==> config.mk <==
export PLATFORM = sky130hd
export DESIGN_NAME = lpe_ctrl
export DESIGN_NICKNAME = d
export VERILOG_FILES = /design/src/pkg/lpe_pkg.sv /design/src/core/lpe_engine.sv /design/src/core/lpe_ctrl.sv
export SDC_FILE = /design/constraint.sdc
export NUM_CORES = 2
export LEC_CHECK = 0
export ABC_AREA = 1
export BUFFER_PORTS_ARGS = -buffer_cell sky130_fd_sc_hd__buf_2
export CAP_MARGIN = 20
export CORE_MARGIN = 3
export CORE_UTILIZATION = 64
export CTS_CLUSTER_DIAMETER = 40
export DETAILED_ROUTE_END_ITERATION = 10
export PLACE_DENSITY = 0.8
export SYNTH_ARGS = -nofsm -noshare
export SYNTH_HDL_FRONTEND = slang
export SYNTH_HIERARCHICAL = 1
export SYNTH_SLANG_ARGS = --single-unit
export TNS_END_PERCENT = 50
==> constraint.sdc <==
create_clock -name i_ref_clk -period 3.4 [get_ports i_ref_clk]
set_clock_uncertainty 0.05 [all_clocks]
set_input_delay 0.68 -clock i_ref_clk [delete_from_list [all_inputs] [get_ports i_ref_clk]]
set_output_delay 0.68 -clock i_ref_clk [all_outputs]
set_load 0.05 [all_outputs]
==> src/pkg/lpe_pkg.sv <==
// Shared constants, encodings and carrier types of the LED program engines.
package lpe_pkg;
  // ---------------------------------------------------------------------
  // Register addresses
  // ---------------------------------------------------------------------
  localparam logic [7:0] ADDR_EXEC = 8'h00;    // Execution control.
  localparam logic [7:0] ADDR_MODE = 8'h01;    // Operation mode.
  localparam logic [7:0] ADDR_PWM_B = 8'h02;   // Direct PWM, blue.
  localparam logic [7:0] ADDR_PWM_G = 8'h03;   // Direct PWM, green.
  localparam logic [7:0] ADDR_PWM_R = 8'h04;   // Direct PWM, red.
  localparam logic [7:0] ADDR_CONFIG = 8'h08;  // Device configuration.
  localparam logic [7:0] ADDR_PC_BASE = 8'h09; // Engine 1 counter.
  localparam logic [7:0] ADDR_PWM_W = 8'h0E;   // Direct PWM, white.
  localparam logic [7:0] ADDR_MAP = 8'h70;     // Output mapping.
  localparam logic [7:0] MEM_BASE = 8'h10;     // Engine 1 program memory.
  localparam logic [7:0] MEM_SPAN = 8'h20;     // Bytes per engine.
  // ---------------------------------------------------------------------
  // Field positions and reset values
  // ---------------------------------------------------------------------
  localparam int NUM_ENG = 3;        // Number of pattern engines.
  localparam int NUM_LED = 4;        // Number of mapped outputs.
  localparam int ENG_FIELD_TOP = 5;  // Top bit of engine 1 field.
  localparam int LOG_EN_BIT = 7;     // Logarithmic scale enable.
  localparam int CHIP_EN_BIT = 6;    // Chip enable.
  localparam int FAST_PWM_BIT = 6;   // Fast PWM rate select.
  localparam logic [7:0] RST_BYTE = 8'h00;  // Reset value of registers.
  localparam logic [1:0] SEL_I2C = 2'h0;    // Output from its own register.
  localparam logic [7:0] OP_SET_PWM = 8'h40; // Upper byte of set-PWM.
  localparam logic [3:0] BIT_COUNT = 4'h8;  // Bits per serial byte.
  // ---------------------------------------------------------------------
  // Encodings
  // ---------------------------------------------------------------------
  typedef enum logic [1:0] {
    EXEC_HOLD = 2'h0, EXEC_STEP = 2'h1, EXEC_RUN = 2'h2, EXEC_ONCE = 2'h3
  } lpe_exec_e;
  typedef enum logic [1:0] {
    MODE_OFF = 2'h0, MODE_LOAD = 2'h1, MODE_RUN = 2'h2, MODE_DIRECT = 2'h3
  } lpe_mode_e;
  typedef enum logic [8:0] {
    ST_IDLE = 9'h001, ST_ADDR = 9'h002, ST_ACK_ADDR = 9'h004,
    ST_REG = 9'h008, ST_ACK_REG = 9'h010, ST_WDATA = 9'h020,
    ST_ACK_W = 9'h040, ST_RDATA = 9'h080, ST_RACK = 9'h100
  } lpe_i2c_e;
  // ---------------------------------------------------------------------
  // Carriers
  // ---------------------------------------------------------------------
  typedef struct packed {
    logic en;          // One-cycle register write strobe.
    logic [7:0] addr;  // Register address.
    logic [7:0] data;  // Written byte.
  } lpe_wr_s;
  typedef struct packed {
    logic [7:0] w;  // White output brightness.
    logic [7:0] r;  // Red output brightness.
    logic [7:0] g;  // Green output brightness.
    logic [7:0] b;  // Blue output brightness.
  } lpe_led_s;
endpackage

==> src/core/lpe_engine.sv <==
// One pattern engine: program memory, program counter and PWM state.
`timescale 1ns/100ps
module lpe_engine #(
  parameter logic [7:0] BASE = 8'h10,  // First memory byte address.
  parameter int DEPTH = 16             // Instructions per engine.
) (
  // Clock and reset.
  input wire logic i_ref_clk,
  input wire logic i_nrst,
  // Control from the register file.
  input wire logic i_tick,
  input wire logic i_freeze,
  input wire logic [1:0] i_mode,
  input wire logic [1:0] i_exec,
  input wire logic [7:0] i_direct_pwm,
  input wire lpe_pkg::lpe_wr_s i_wr,
  input wire logic i_pc_wr,
  input wire logic [$clog2(DEPTH)-1:0] i_pc_data,
  input wire logic [7:0] i_rd_addr,
  // State towards the register file.
  output logic [$clog2(DEPTH)-1:0] o_pc,
  output logic [7:0] o_rd_data,
  output logic o_hit,
  output logic [7:0] o_pwm,
  output logic o_done,
  output logic o_loading
);
  localparam int AW = $clog2(DEPTH);
  localparam logic [AW-1:0] PC_ONE = {{(AW-1){1'b0}}, 1'b1};
  logic [15:0] mem_reg [0:DEPTH-1];  // Instruction store.
  logic [AW-1:0] pc_reg;             // Program counter.
  logic [7:0] pwm_reg;               // Brightness set by the program.
  logic done_reg;                    // Single execution finished.
  logic [7:0] wr_off;                // Write offset in this section.
  logic [7:0] rd_off;                // Read offset in this section.
  logic [15:0] instr;                // Instruction at the counter.
  logic wr_ok;                       // Write lands in this section.

  assign wr_off = i_wr.addr - BASE;
  assign rd_off = i_rd_addr - BASE;
  assign wr_ok = i_wr.en && (wr_off < 8'(2 * DEPTH));
  assign o_hit = rd_off < 8'(2 * DEPTH);
  assign instr = mem_reg[pc_reg];
  // Lower address of a slot is the upper byte of the instruction.
  assign o_rd_data = rd_off[0] ? mem_reg[rd_off[AW:1]][7:0]
                               : mem_reg[rd_off[AW:1]][15:8];
  assign o_pc = pc_reg;
  assign o_done = done_reg;
  assign o_loading = (i_mode == lpe_pkg::MODE_LOAD);

  // ---------------------------------------------------------------------
  // Program memory
  // ---------------------------------------------------------------------
  // Writes only land while this engine is loading; others are dropped.
  always_ff @(posedge i_ref_clk or negedge i_nrst)
  begin
    if (!i_nrst)
    begin
      for (int i = 0; i < DEPTH; i++)
        mem_reg[i] <= 16'h0000;
    end
    else if (wr_ok && i_mode == lpe_pkg::MODE_LOAD)
    begin
      if (wr_off[0])
        mem_reg[wr_off[AW:1]][7:0] <= i_wr.data;
      else
        mem_reg[wr_off[AW:1]][15:8] <= i_wr.data;
    end
  end

  // ---------------------------------------------------------------------
  // Execution on the engine clock tick
  // ---------------------------------------------------------------------
  // Each instruction completes within one tick, so hold stops cleanly.
  always_ff @(posedge i_ref_clk or negedge i_nrst)
  begin
    if (!i_nrst)
    begin
      pc_reg <= '0;
      pwm_reg <= lpe_pkg::RST_BYTE;
      done_reg <= 1'b0;
    end
    else
    begin
      done_reg <= 1'b0;
      // Clearing is not an execution step, so it also runs while frozen.
      // Otherwise a loading engine, which raises the freeze, never clears.
      if (i_tick && i_mode != lpe_pkg::MODE_RUN)
        pc_reg <= '0;
      else if (i_tick && !i_freeze)
      begin
        if (i_exec != lpe_pkg::EXEC_HOLD && instr[15:8] == lpe_pkg::OP_SET_PWM)
          pwm_reg <= instr[7:0];
        // Counter wraps from the last slot to slot zero.
        if (i_exec == lpe_pkg::EXEC_STEP || i_exec == lpe_pkg::EXEC_RUN)
          pc_reg <= pc_reg + PC_ONE;
        if (i_exec == lpe_pkg::EXEC_STEP || i_exec == lpe_pkg::EXEC_ONCE)
          done_reg <= 1'b1;
      end
      else if (i_pc_wr && i_exec == lpe_pkg::EXEC_HOLD)
        pc_reg <= i_pc_data;
    end
  end

  // Disabled forces zero; direct takes the register; else program value.
  always_comb
  begin
    case (i_mode)
      lpe_pkg::MODE_OFF: o_pwm = lpe_pkg::RST_BYTE;
      lpe_pkg::MODE_DIRECT: o_pwm = i_direct_pwm;
      default: o_pwm = pwm_reg;
    endcase
  end
endmodule

==> src/core/lpe_ctrl.sv <==
// Engine controller: serial register port, registers and output mapping.
// Notes on behaviour
// - Three independent engines with own state.
// - Map register selects engine per output.
// - Execution fields at bits 5:4, 3:2, 1:0.
// - Hold finishes current instruction, then stops.
// - Counter accessible only while engine holds.
// - Step executes, advances, returns to hold.
// - Run executes continuously from current counter.
// - Execute-once keeps counter, returns to hold.
// - Mode fields in register 01h per engine.
// - Disabled clears counter, mapped outputs dark.
// - Load mode clears the counter.
// - Run mode follows the execution field.
// - Direct mode clears counter, uses PWM register.
// - Sixteen 16-bit instructions per engine.
// - Address advances after every data byte.
// - Memory at 10h, 30h, 50h sections.
// - Memory writes only to loading engine.
// - Any loading engine freezes all engines.
// - Four-bit counters at 09h, 0Ah, 0Bh.
// - Counter wraps from 15 to 0.
`timescale 1ns/100ps
module lpe_ctrl #(
  parameter logic [6:0] DEV_ADDR = 7'h30,  // Bus address, arbitrary value.
  parameter int DEPTH = 16                 // Instructions per engine.
) (
  // Clock and reset.
  input wire logic i_ref_clk,
  input wire logic i_nrst,
  // Serial register bus.
  input wire logic i_scl,
  input wire logic i_sda_in,
  output logic o_sda_out,
  output logic o_sda_oe_n,
  // Engine clock pin.
  input wire logic i_clk_32k,
  // Outputs to the drivers.
  output lpe_pkg::lpe_led_s o_led_pwm,
  output logic o_fast_pwm_rate_select,
  output logic o_log_enable,
  output logic o_chip_enable
);
  localparam int AW = $clog2(DEPTH);
  localparam int NE = lpe_pkg::NUM_ENG;

  // ---------------------------------------------------------------------
  // Pin synchronisers and edge detection
  // ---------------------------------------------------------------------
  logic scl_meta, scl_sync, scl_prev;  // Bus clock stages.
  logic sda_meta, sda_sync, sda_prev;  // Bus data stages.
  logic ck_meta, ck_sync, ck_prev;     // Engine clock stages.
  logic scl_rise, scl_fall, bus_start, bus_stop, tick;

  // Two flops before any use; the third stage only feeds edge detection.
  always_ff @(posedge i_ref_clk or negedge i_nrst)
  begin
    if (!i_nrst)
    begin
      {scl_meta, scl_sync, scl_prev} <= 3'h7;
      {sda_meta, sda_sync, sda_prev} <= 3'h7;
      {ck_meta, ck_sync, ck_prev} <= 3'h0;
    end
    else
    begin
      {scl_meta, scl_sync, scl_prev} <= {i_scl, scl_meta, scl_sync};
      {sda_meta, sda_sync, sda_prev} <= {i_sda_in, sda_meta, sda_sync};
      {ck_meta, ck_sync, ck_prev} <= {i_clk_32k, ck_meta, ck_sync};
    end
  end

  assign scl_rise = scl_sync && !scl_prev;
  assign scl_fall = !scl_sync && scl_prev;
  assign bus_start = scl_sync && scl_prev && sda_prev && !sda_sync;
  assign bus_stop = scl_sync && scl_prev && !sda_prev && sda_sync;
  // Counter clearing and execution steps only happen on this tick, the rising edge of ck_sync.
  assign tick = ck_sync && !ck_prev;

  // ---------------------------------------------------------------------
  // Serial slave
  // ---------------------------------------------------------------------
  lpe_pkg::lpe_i2c_e st_reg;  // Bus state.
  logic [3:0] cnt_reg;        // Bits seen in this byte.
  logic [7:0] shift_reg;      // Byte being received or sent.
  logic [7:0] ptr_reg;        // Register pointer.
  logic rw_reg;               // Read transaction.
  logic drive_reg;            // Pull the data line low.
  logic [7:0] rd_data;        // Byte at the pointer.
  lpe_pkg::lpe_wr_s wr;       // Write strobe to the registers.

  // One assignment for the whole carrier: strobe, address, data.
  assign wr = {scl_fall && st_reg == lpe_pkg::ST_WDATA &&
               cnt_reg == lpe_pkg::BIT_COUNT, ptr_reg, shift_reg};
  assign o_sda_out = 1'b0;
  assign o_sda_oe_n = !drive_reg;

  // Bits are taken on the rising bus clock and driven after its fall.
  always_ff @(posedge i_ref_clk or negedge i_nrst)
  begin
    if (!i_nrst)
    begin
      st_reg <= lpe_pkg::ST_IDLE;
      cnt_reg <= 4'h0;
      shift_reg <= lpe_pkg::RST_BYTE;
      ptr_reg <= lpe_pkg::RST_BYTE;
      rw_reg <= 1'b0;
      drive_reg <= 1'b0;
    end
    else if (bus_start)
    begin
      // A repeated start restarts address phase at any point.
      st_reg <= lpe_pkg::ST_ADDR;
      cnt_reg <= 4'h0;
      drive_reg <= 1'b0;
    end
    else if (bus_stop)
    begin
      st_reg <= lpe_pkg::ST_IDLE;
      drive_reg <= 1'b0;
    end
    else if (scl_rise)
    begin
      case (st_reg)
        lpe_pkg::ST_ADDR, lpe_pkg::ST_REG, lpe_pkg::ST_WDATA:
        begin
          shift_reg <= {shift_reg[6:0], sda_sync};
          cnt_reg <= cnt_reg + 4'h1;
        end
        lpe_pkg::ST_RDATA: cnt_reg <= cnt_reg + 4'h1;
        // A master that does not acknowledge ends the read.
        lpe_pkg::ST_RACK: if (sda_sync) st_reg <= lpe_pkg::ST_IDLE;
        default: ;
      endcase
    end
    else if (scl_fall)
    begin
      case (st_reg)
        lpe_pkg::ST_ADDR:
          if (cnt_reg == lpe_pkg::BIT_COUNT)
          begin
            // Foreign addresses leave the bus alone until the next start.
            if (shift_reg[7:1] == DEV_ADDR)
            begin
              st_reg <= lpe_pkg::ST_ACK_ADDR;
              rw_reg <= shift_reg[0];
              drive_reg <= 1'b1;
            end
            else
              st_reg <= lpe_pkg::ST_IDLE;
          end
        lpe_pkg::ST_ACK_ADDR:
        begin
          cnt_reg <= 4'h0;
          if (rw_reg)
          begin
            st_reg <= lpe_pkg::ST_RDATA;
            shift_reg <= rd_data;
            drive_reg <= !rd_data[7];
          end
          else
          begin
            st_reg <= lpe_pkg::ST_REG;
            drive_reg <= 1'b0;
          end
        end
        lpe_pkg::ST_REG:
          if (cnt_reg == lpe_pkg::BIT_COUNT)
          begin
            ptr_reg <= shift_reg;
            st_reg <= lpe_pkg::ST_ACK_REG;
            drive_reg <= 1'b1;
          end
        lpe_pkg::ST_WDATA:
          if (cnt_reg == lpe_pkg::BIT_COUNT)
          begin
            ptr_reg <= ptr_reg + 8'h01;
            st_reg <= lpe_pkg::ST_ACK_W;
            drive_reg <= 1'b1;
          end
        lpe_pkg::ST_ACK_REG, lpe_pkg::ST_ACK_W:
        begin
          st_reg <= lpe_pkg::ST_WDATA;
          cnt_reg <= 4'h0;
          drive_reg <= 1'b0;
        end
        lpe_pkg::ST_RDATA:
          if (cnt_reg == lpe_pkg::BIT_COUNT)
          begin
            ptr_reg <= ptr_reg + 8'h01;
            st_reg <= lpe_pkg::ST_RACK;
            drive_reg <= 1'b0;
          end
          else
          begin
            shift_reg <= {shift_reg[6:0], 1'b0};
            drive_reg <= !shift_reg[6];
          end
        lpe_pkg::ST_RACK:
        begin
          st_reg <= lpe_pkg::ST_RDATA;
          cnt_reg <= 4'h0;
          shift_reg <= rd_data;
          drive_reg <= !rd_data[7];
        end
        default: st_reg <= lpe_pkg::ST_IDLE;
      endcase
    end
  end

  // ---------------------------------------------------------------------
  // Register file
  // ---------------------------------------------------------------------
  logic [7:0] exec_reg;    // Execution control.
  logic [7:0] mode_reg;    // Operation mode.
  logic [7:0] config_reg;  // Device configuration.
  logic [7:0] map_reg;     // Output mapping.
  logic [7:0] dpwm_reg [0:lpe_pkg::NUM_LED-1];  // Direct PWM b, g, r, w.
  logic [NE-1:0] done;     // Engine finished a single execution.
  logic [NE-1:0] loading;  // Engine is loading.
  logic freeze;            // Some engine is loading.

  // Host writes; a finished step or execute-once drops its field to hold.
  // A host write in the same cycle wins, since it is the newer command.
  always_ff @(posedge i_ref_clk or negedge i_nrst)
  begin
    if (!i_nrst)
      exec_reg <= lpe_pkg::RST_BYTE;
    else if (wr.en && wr.addr == lpe_pkg::ADDR_EXEC)
      exec_reg <= wr.data;
    else
    begin
      for (int e = 0; e < NE; e++)
        if (done[e])
          exec_reg[lpe_pkg::ENG_FIELD_TOP-2*e -: 2] <= 2'h0;
    end
  end

  // Plain configuration registers.
  always_ff @(posedge i_ref_clk or negedge i_nrst)
  begin
    if (!i_nrst)
    begin
      mode_reg <= lpe_pkg::RST_BYTE;
      config_reg <= lpe_pkg::RST_BYTE;
      map_reg <= lpe_pkg::RST_BYTE;
      for (int k = 0; k < lpe_pkg::NUM_LED; k++)
        dpwm_reg[k] <= lpe_pkg::RST_BYTE;
    end
    else if (wr.en)
    begin
      case (wr.addr)
        lpe_pkg::ADDR_MODE: mode_reg <= wr.data;
        lpe_pkg::ADDR_CONFIG: config_reg <= wr.data;
        lpe_pkg::ADDR_MAP: map_reg <= wr.data;
        lpe_pkg::ADDR_PWM_B: dpwm_reg[0] <= wr.data;
        lpe_pkg::ADDR_PWM_G: dpwm_reg[1] <= wr.data;
        lpe_pkg::ADDR_PWM_R: dpwm_reg[2] <= wr.data;
        lpe_pkg::ADDR_PWM_W: dpwm_reg[3] <= wr.data;
        default: ;
      endcase
    end
  end

  assign freeze = |loading;
  assign o_fast_pwm_rate_select = config_reg[lpe_pkg::FAST_PWM_BIT];
  assign o_log_enable = exec_reg[lpe_pkg::LOG_EN_BIT];
  assign o_chip_enable = exec_reg[lpe_pkg::CHIP_EN_BIT];

  // ---------------------------------------------------------------------
  // Engines
  // ---------------------------------------------------------------------
  logic [AW-1:0] eng_pc [0:NE-1];
  logic [7:0] eng_rd [0:NE-1];
  logic [7:0] eng_pwm [0:NE-1];
  logic [NE-1:0] eng_hit;

  // Engine e owns its memory section, counter address and direct PWM.
  for (genvar e = 0; e < NE; e++)
  begin : g_eng
    lpe_engine #(
      .BASE(8'(lpe_pkg::MEM_BASE + e * lpe_pkg::MEM_SPAN)),
      .DEPTH(DEPTH)
    ) u_engine (
      .i_ref_clk(i_ref_clk),
      .i_nrst(i_nrst),
      .i_tick(tick),
      .i_freeze(freeze),
      .i_mode(mode_reg[lpe_pkg::ENG_FIELD_TOP-2*e -: 2]),
      .i_exec(exec_reg[lpe_pkg::ENG_FIELD_TOP-2*e -: 2]),
      .i_direct_pwm(dpwm_reg[e]),
      .i_wr(wr),
      .i_pc_wr(wr.en && wr.addr == 8'(lpe_pkg::ADDR_PC_BASE + e)),
      .i_pc_data(wr.data[AW-1:0]),
      .i_rd_addr(ptr_reg),
      .o_pc(eng_pc[e]),
      .o_rd_data(eng_rd[e]),
      .o_hit(eng_hit[e]),
      .o_pwm(eng_pwm[e]),
      .o_done(done[e]),
      .o_loading(loading[e])
    );
  end

  // ---------------------------------------------------------------------
  // Read multiplexer
  // ---------------------------------------------------------------------
  // Counters read as zero unless their engine holds; unmapped reads zero.
  always_comb
  begin
    rd_data = lpe_pkg::RST_BYTE;
    case (ptr_reg)
      lpe_pkg::ADDR_EXEC: rd_data = exec_reg;
      lpe_pkg::ADDR_MODE: rd_data = mode_reg;
      lpe_pkg::ADDR_CONFIG: rd_data = config_reg;
      lpe_pkg::ADDR_MAP: rd_data = map_reg;
      lpe_pkg::ADDR_PWM_B: rd_data = dpwm_reg[0];
      lpe_pkg::ADDR_PWM_G: rd_data = dpwm_reg[1];
      lpe_pkg::ADDR_PWM_R: rd_data = dpwm_reg[2];
      lpe_pkg::ADDR_PWM_W: rd_data = dpwm_reg[3];
      default:
        for (int e = 0; e < NE; e++)
        begin
          if (ptr_reg == 8'(lpe_pkg::ADDR_PC_BASE + e) &&
              exec_reg[lpe_pkg::ENG_FIELD_TOP-2*e -: 2] == 2'h0)
            rd_data = 8'(eng_pc[e]);
          if (eng_hit[e])
            rd_data = eng_rd[e];
        end
    endcase
  end

  // ---------------------------------------------------------------------
  // Output mapping
  // ---------------------------------------------------------------------
  // Registered so the driver sees one clean value per cycle.
  always_ff @(posedge i_ref_clk or negedge i_nrst)
  begin
    if (!i_nrst)
      o_led_pwm <= '0;
    else
    begin
      for (int k = 0; k < lpe_pkg::NUM_LED; k++)
        if (map_reg[2*k+1 -: 2] == lpe_pkg::SEL_I2C)
          o_led_pwm[8*k +: 8] <= dpwm_reg[k];
        else
          o_led_pwm[8*k +: 8] <= eng_pwm[map_reg[2*k+1 -: 2] - 2'h1];
    end
  end
endmodule

==> flow_summary.json <==
{
  "outcome": "finished clean",
  "place_area_um2": 52100,
  "post_cts.repair.setup_buffers": 0,
  "drive_above_1_share": 0.0938,
  "post-dp-hpwl_mm": 104,
  "ys_seq_elements": 943,
  "crit_fanout": 28,
  "r2r_end": "shift_reg[0]$_DFFE_PN0P_",
  "htree_levels": 4,
  "grt_use_total": 0.382,
  "r2r_start": "ptr_reg[2]$_DFFE_PN0P_",
  "avgViaCountPerCell": 6.41,
  "initial_core_util": 0.649,
  "syn_area_um2": 51600,
  "antenna_found_initial": 1,
  "postSynthCellCount": 6708,
  "fin_util": 0.717,
  "root_buffer": "clkbuf_16",
  "arrival_ns": 3.84,
  "ioPinCount": 42,
  "fillers": 6213,
  "synth.avg_cell_area_um2": 7.69,
  "rrSetupSlack_ns": 0.16,
  "cts_tree": "built",
  "hold_viol": 0,
  "grt_remaining_overflow": 0,
  "holdPathStages": 1,
  "yosysUniqueCellTypes": 56,
  "synth_edf_count": 0,
  "async_flop_share": 1.00,
  "core_um2": 79400,
  "cts-buffers-inserted": 137,
  "worstMarginPinSlew_ns": 1.08,
  "io_buffers": 40,
  "design_area_um2": 56900,
  "yosys_warnings": 6,
  "drc": 0,
  "drtIter0Drc": 6880,
  "final-seq-area_um2": 23600,
  "worst-setup-path-type": "flip-flop to flip-flop",
  "insertion_delay_ns": 0.73,
  "worst_setup_path_start_kind": "flip-flop",
  "chipWidth_um": 290,
  "first_pass_iters": 7,
  "multiInputGateArea_um2": 24100,
  "die_height_um": 290,
  "setup_viol": 0,
  "seq_area_frac_synth": 0.458,
  "ant_nets": 0,
  "slew_viol_final": 0,
  "syn2layout_area_growth_pct": 10.4,
  "timing.fmax_mhz": 309,
  "slew_headroom": 0.278,
  "holdCritStartpoint": "i_clk_32k",
  "p_leak_uw": 0.0260,
  "hold_class": "input pin to flip-flop",
  "grt_setup_unrepaired": "yes",
  "num_rows": 103,
  "fin_hold_ws_ns": 0.0203,
  "layout_min_cycle_time_ns": 3.24,
  "syn_nets": 6753,
  "ir_worst_vdd_mv": 0.491,
  "drv_cap": 0,
  "critPathCaptureType": "flip-flop",
  "via_count": 49557,
  "cts_buffer_depth": 3,
  "clk_pin_slew_worst_paths_ns": 0.06,
  "finalNetCount": 6614,
  "worst_hold_path.endpoint": "ck_meta$_DFF_PN0_",
  "largest_reg_flops": 768,
  "dieArea_um2": 84000,
  "cp.required_ns": 4.00,
  "grt_pass1_wl_mm": 259,
  "grt_max_degree": 97,
  "grt_pass1_vias": 46196,
  "clock_sinks": 943,
  "totalWireLength_mm": 164,
  "wl_per_cell_um": 21.2,
  "place_congestion": 0.952,
  "finalCritPeriodShare": 0.952,
  "rr_worst_depth": 14,
  "power.density_nw_per_um2": 534,
  "yosys_most_used_dff": "dfrtp_1"
}
[area by class of cell]
class / count / share of cell area
Multi-Input combinational cell: 4967 / 0.424
Sequential cell: 943 / 0.415
Clock buffer: 166 / 0.0667
Timing Repair Buffer: 185 / 0.0313
Tap cell: 1050 / 0.0231
Inverter: 335 / 0.0222
Clock inverter: 87 / 0.0173
Antenna cell: 1 / 0.0000440
[worst max path at each step]
stage,slack (ns),end,depth (start not counted),start
floorplan,0.73,shift_reg[0]$_DFFE_PN0P_,14,ptr_reg[4]$_DFFE_PN0P_
finish,0.16,shift_reg[0]$_DFFE_PN0P_,14,ptr_reg[2]$_DFFE_PN0P_
global placement,0.39,shift_reg[0]$_DFFE_PN0P_,16,ptr_reg[2]$_DFFE_PN0P_
global route,-0.03,g_eng[1].u_engine/mem_reg[6]$_DFFE_PN0P_,13,st_reg[1]$_DFFE_PN0P_
CTS,0.22,g_eng[1].u_engine/mem_reg[195]$_DFFE_PN0P_,14,st_reg[1]$_DFFE_PN0P_
detailed placement,0.31,g_eng[1].u_engine/mem_reg[195]$_DFFE_PN0P_,14,st_reg[1]$_DFFE_PN0P_
[through the flow]
step / cells / worst slack [ns] / power [µW] / TNS, ns
after CTS: 7733 / 0.223 / 30300 / 0
after global routing: 7733 / -0.0306 / 31300 / -0.137
final: 7734 / 0.163 / 30400 / 0
after detailed placement: 7477 / 0.312 / 15700 / 0
after floorplan: 6708 / 0.732 / 14100 / 0
after global placement: 7477 / 0.386 / 15700 / 0
[cells by family (layout without fill, tap and decap cells)]
logic type	count (synthesis)	after routing	share of synthesized area
buf+inv	798	773	0.0741
fa+ha+maj	40	40	0.00971
mux	3	3	0.000582
other cells	1	2	0.0000727
flops	943	943	0.458
xor+xnor	16	16	0.00286
compound gates	2097	2097	0.227
simple gates	2810	2810	0.228
[cells in the final DEF, fill, tap and decap left out, types with 7 or more instances in the layout]
cell        netlist  layout
dfrtp_2           0       7
nor3_1           39      39
inv_6             0      21
clkinv_2          0      18
buf_12            6      38
o21ai_1         421     421
nand3_1         278     278
clkinvlp_4        0      18
ha_1             40      40
nand4_1          33      33
dfstp_2           7       7
o21ai_2          65      65
xor2_1            9       9
clkbuf_16         0     142
clkbuf_8          0      15
nor2_2           10      10
a22oi_1          19      19
clkinv_4          0      15
o21a_1           16      16
buf_4            21     104
nand3_2          10      10
nor2_1          899     899
clkbuf_1        234       9
inv_1           321     319
o211ai_1        133     133
buf_2           123      39
nand2_4          61      61
a31oi_1           8       8
o22ai_1          20      20
a21oi_1         236     236
inv_2            11      10
dfrtp_1         936     926
nand3b_1          7       7
nand2_2           6       7
o21ai_0        1048    1048
nand2_1        1445    1444
bufinv_16         0      13
o221ai_1        119     119
[report_power, final]
group,internal (µW),switching [µW]
clock,9060,5580
combinational,981,3320
sequential,11300,148
[timing repair]
action                     CTS  global route
setup endpoints to repair    0            12
hold endpoints to repair    45             0
gates resized for setup      0             1
hold buffers                 3             0
[metal layers]
layer	track usage	vias up	share of wire	wire, µm
met1	0.522	23268	0.39	63600
met5	0	-	0.000079	13
met3	0.0742	686	0.11	18600
met2	0.583	3251	0.44	72900
li1	-	22350	-	-
met4	0.199	2	0.055	8980
[cells in the mapped netlist, types with 8 or more instances]
cell type  number  area [µm²]
inv_1         321        1200
buf_6          66         743
o21ai_1       421        2110
ha_1           40         500
nor2_2         10        62.6
nor3_1         39         195
o21a_1         16         120
nor2_1        899        3370
buf_4          21         158
dfrtp_1       936       23400
o211ai_1      133         998
o21ai_0      1048        5250
buf_2         123         616
a21oi_1       236        1180
nand3_1       278        1390
nand2_1      1445        5420
a31oi_1         8        50.1
xor2_1          9        78.8
clkbuf_1      234         878
inv_2          11        41.3
nand3_2        10         100
o21ai_2        65         569
o22ai_1        20         125
nand4_1        33         206
a22oi_1        19         143
nand2_4        61         687
buf_1          13        48.8
o221ai_1      119        1040
[critical path, stage by stage, from the launching register on]
cell	delay [ns]
dfrtp_4	0.54
inv_2	0.39
buf_4	0.41
o21ai_0	0.15
o221ai_1	0.32
nand3_1	0.19
a21oi_1	0.41
nand2_1	0.12
nand3_1	0.11
nand2_1	0.06
nand2_1	0.07
nand2_1	0.06
nand2_1	0.08
nand2_1	0.06
a21oi_1	0.11
No activity file was read; power rests on OpenSTA's default activity.
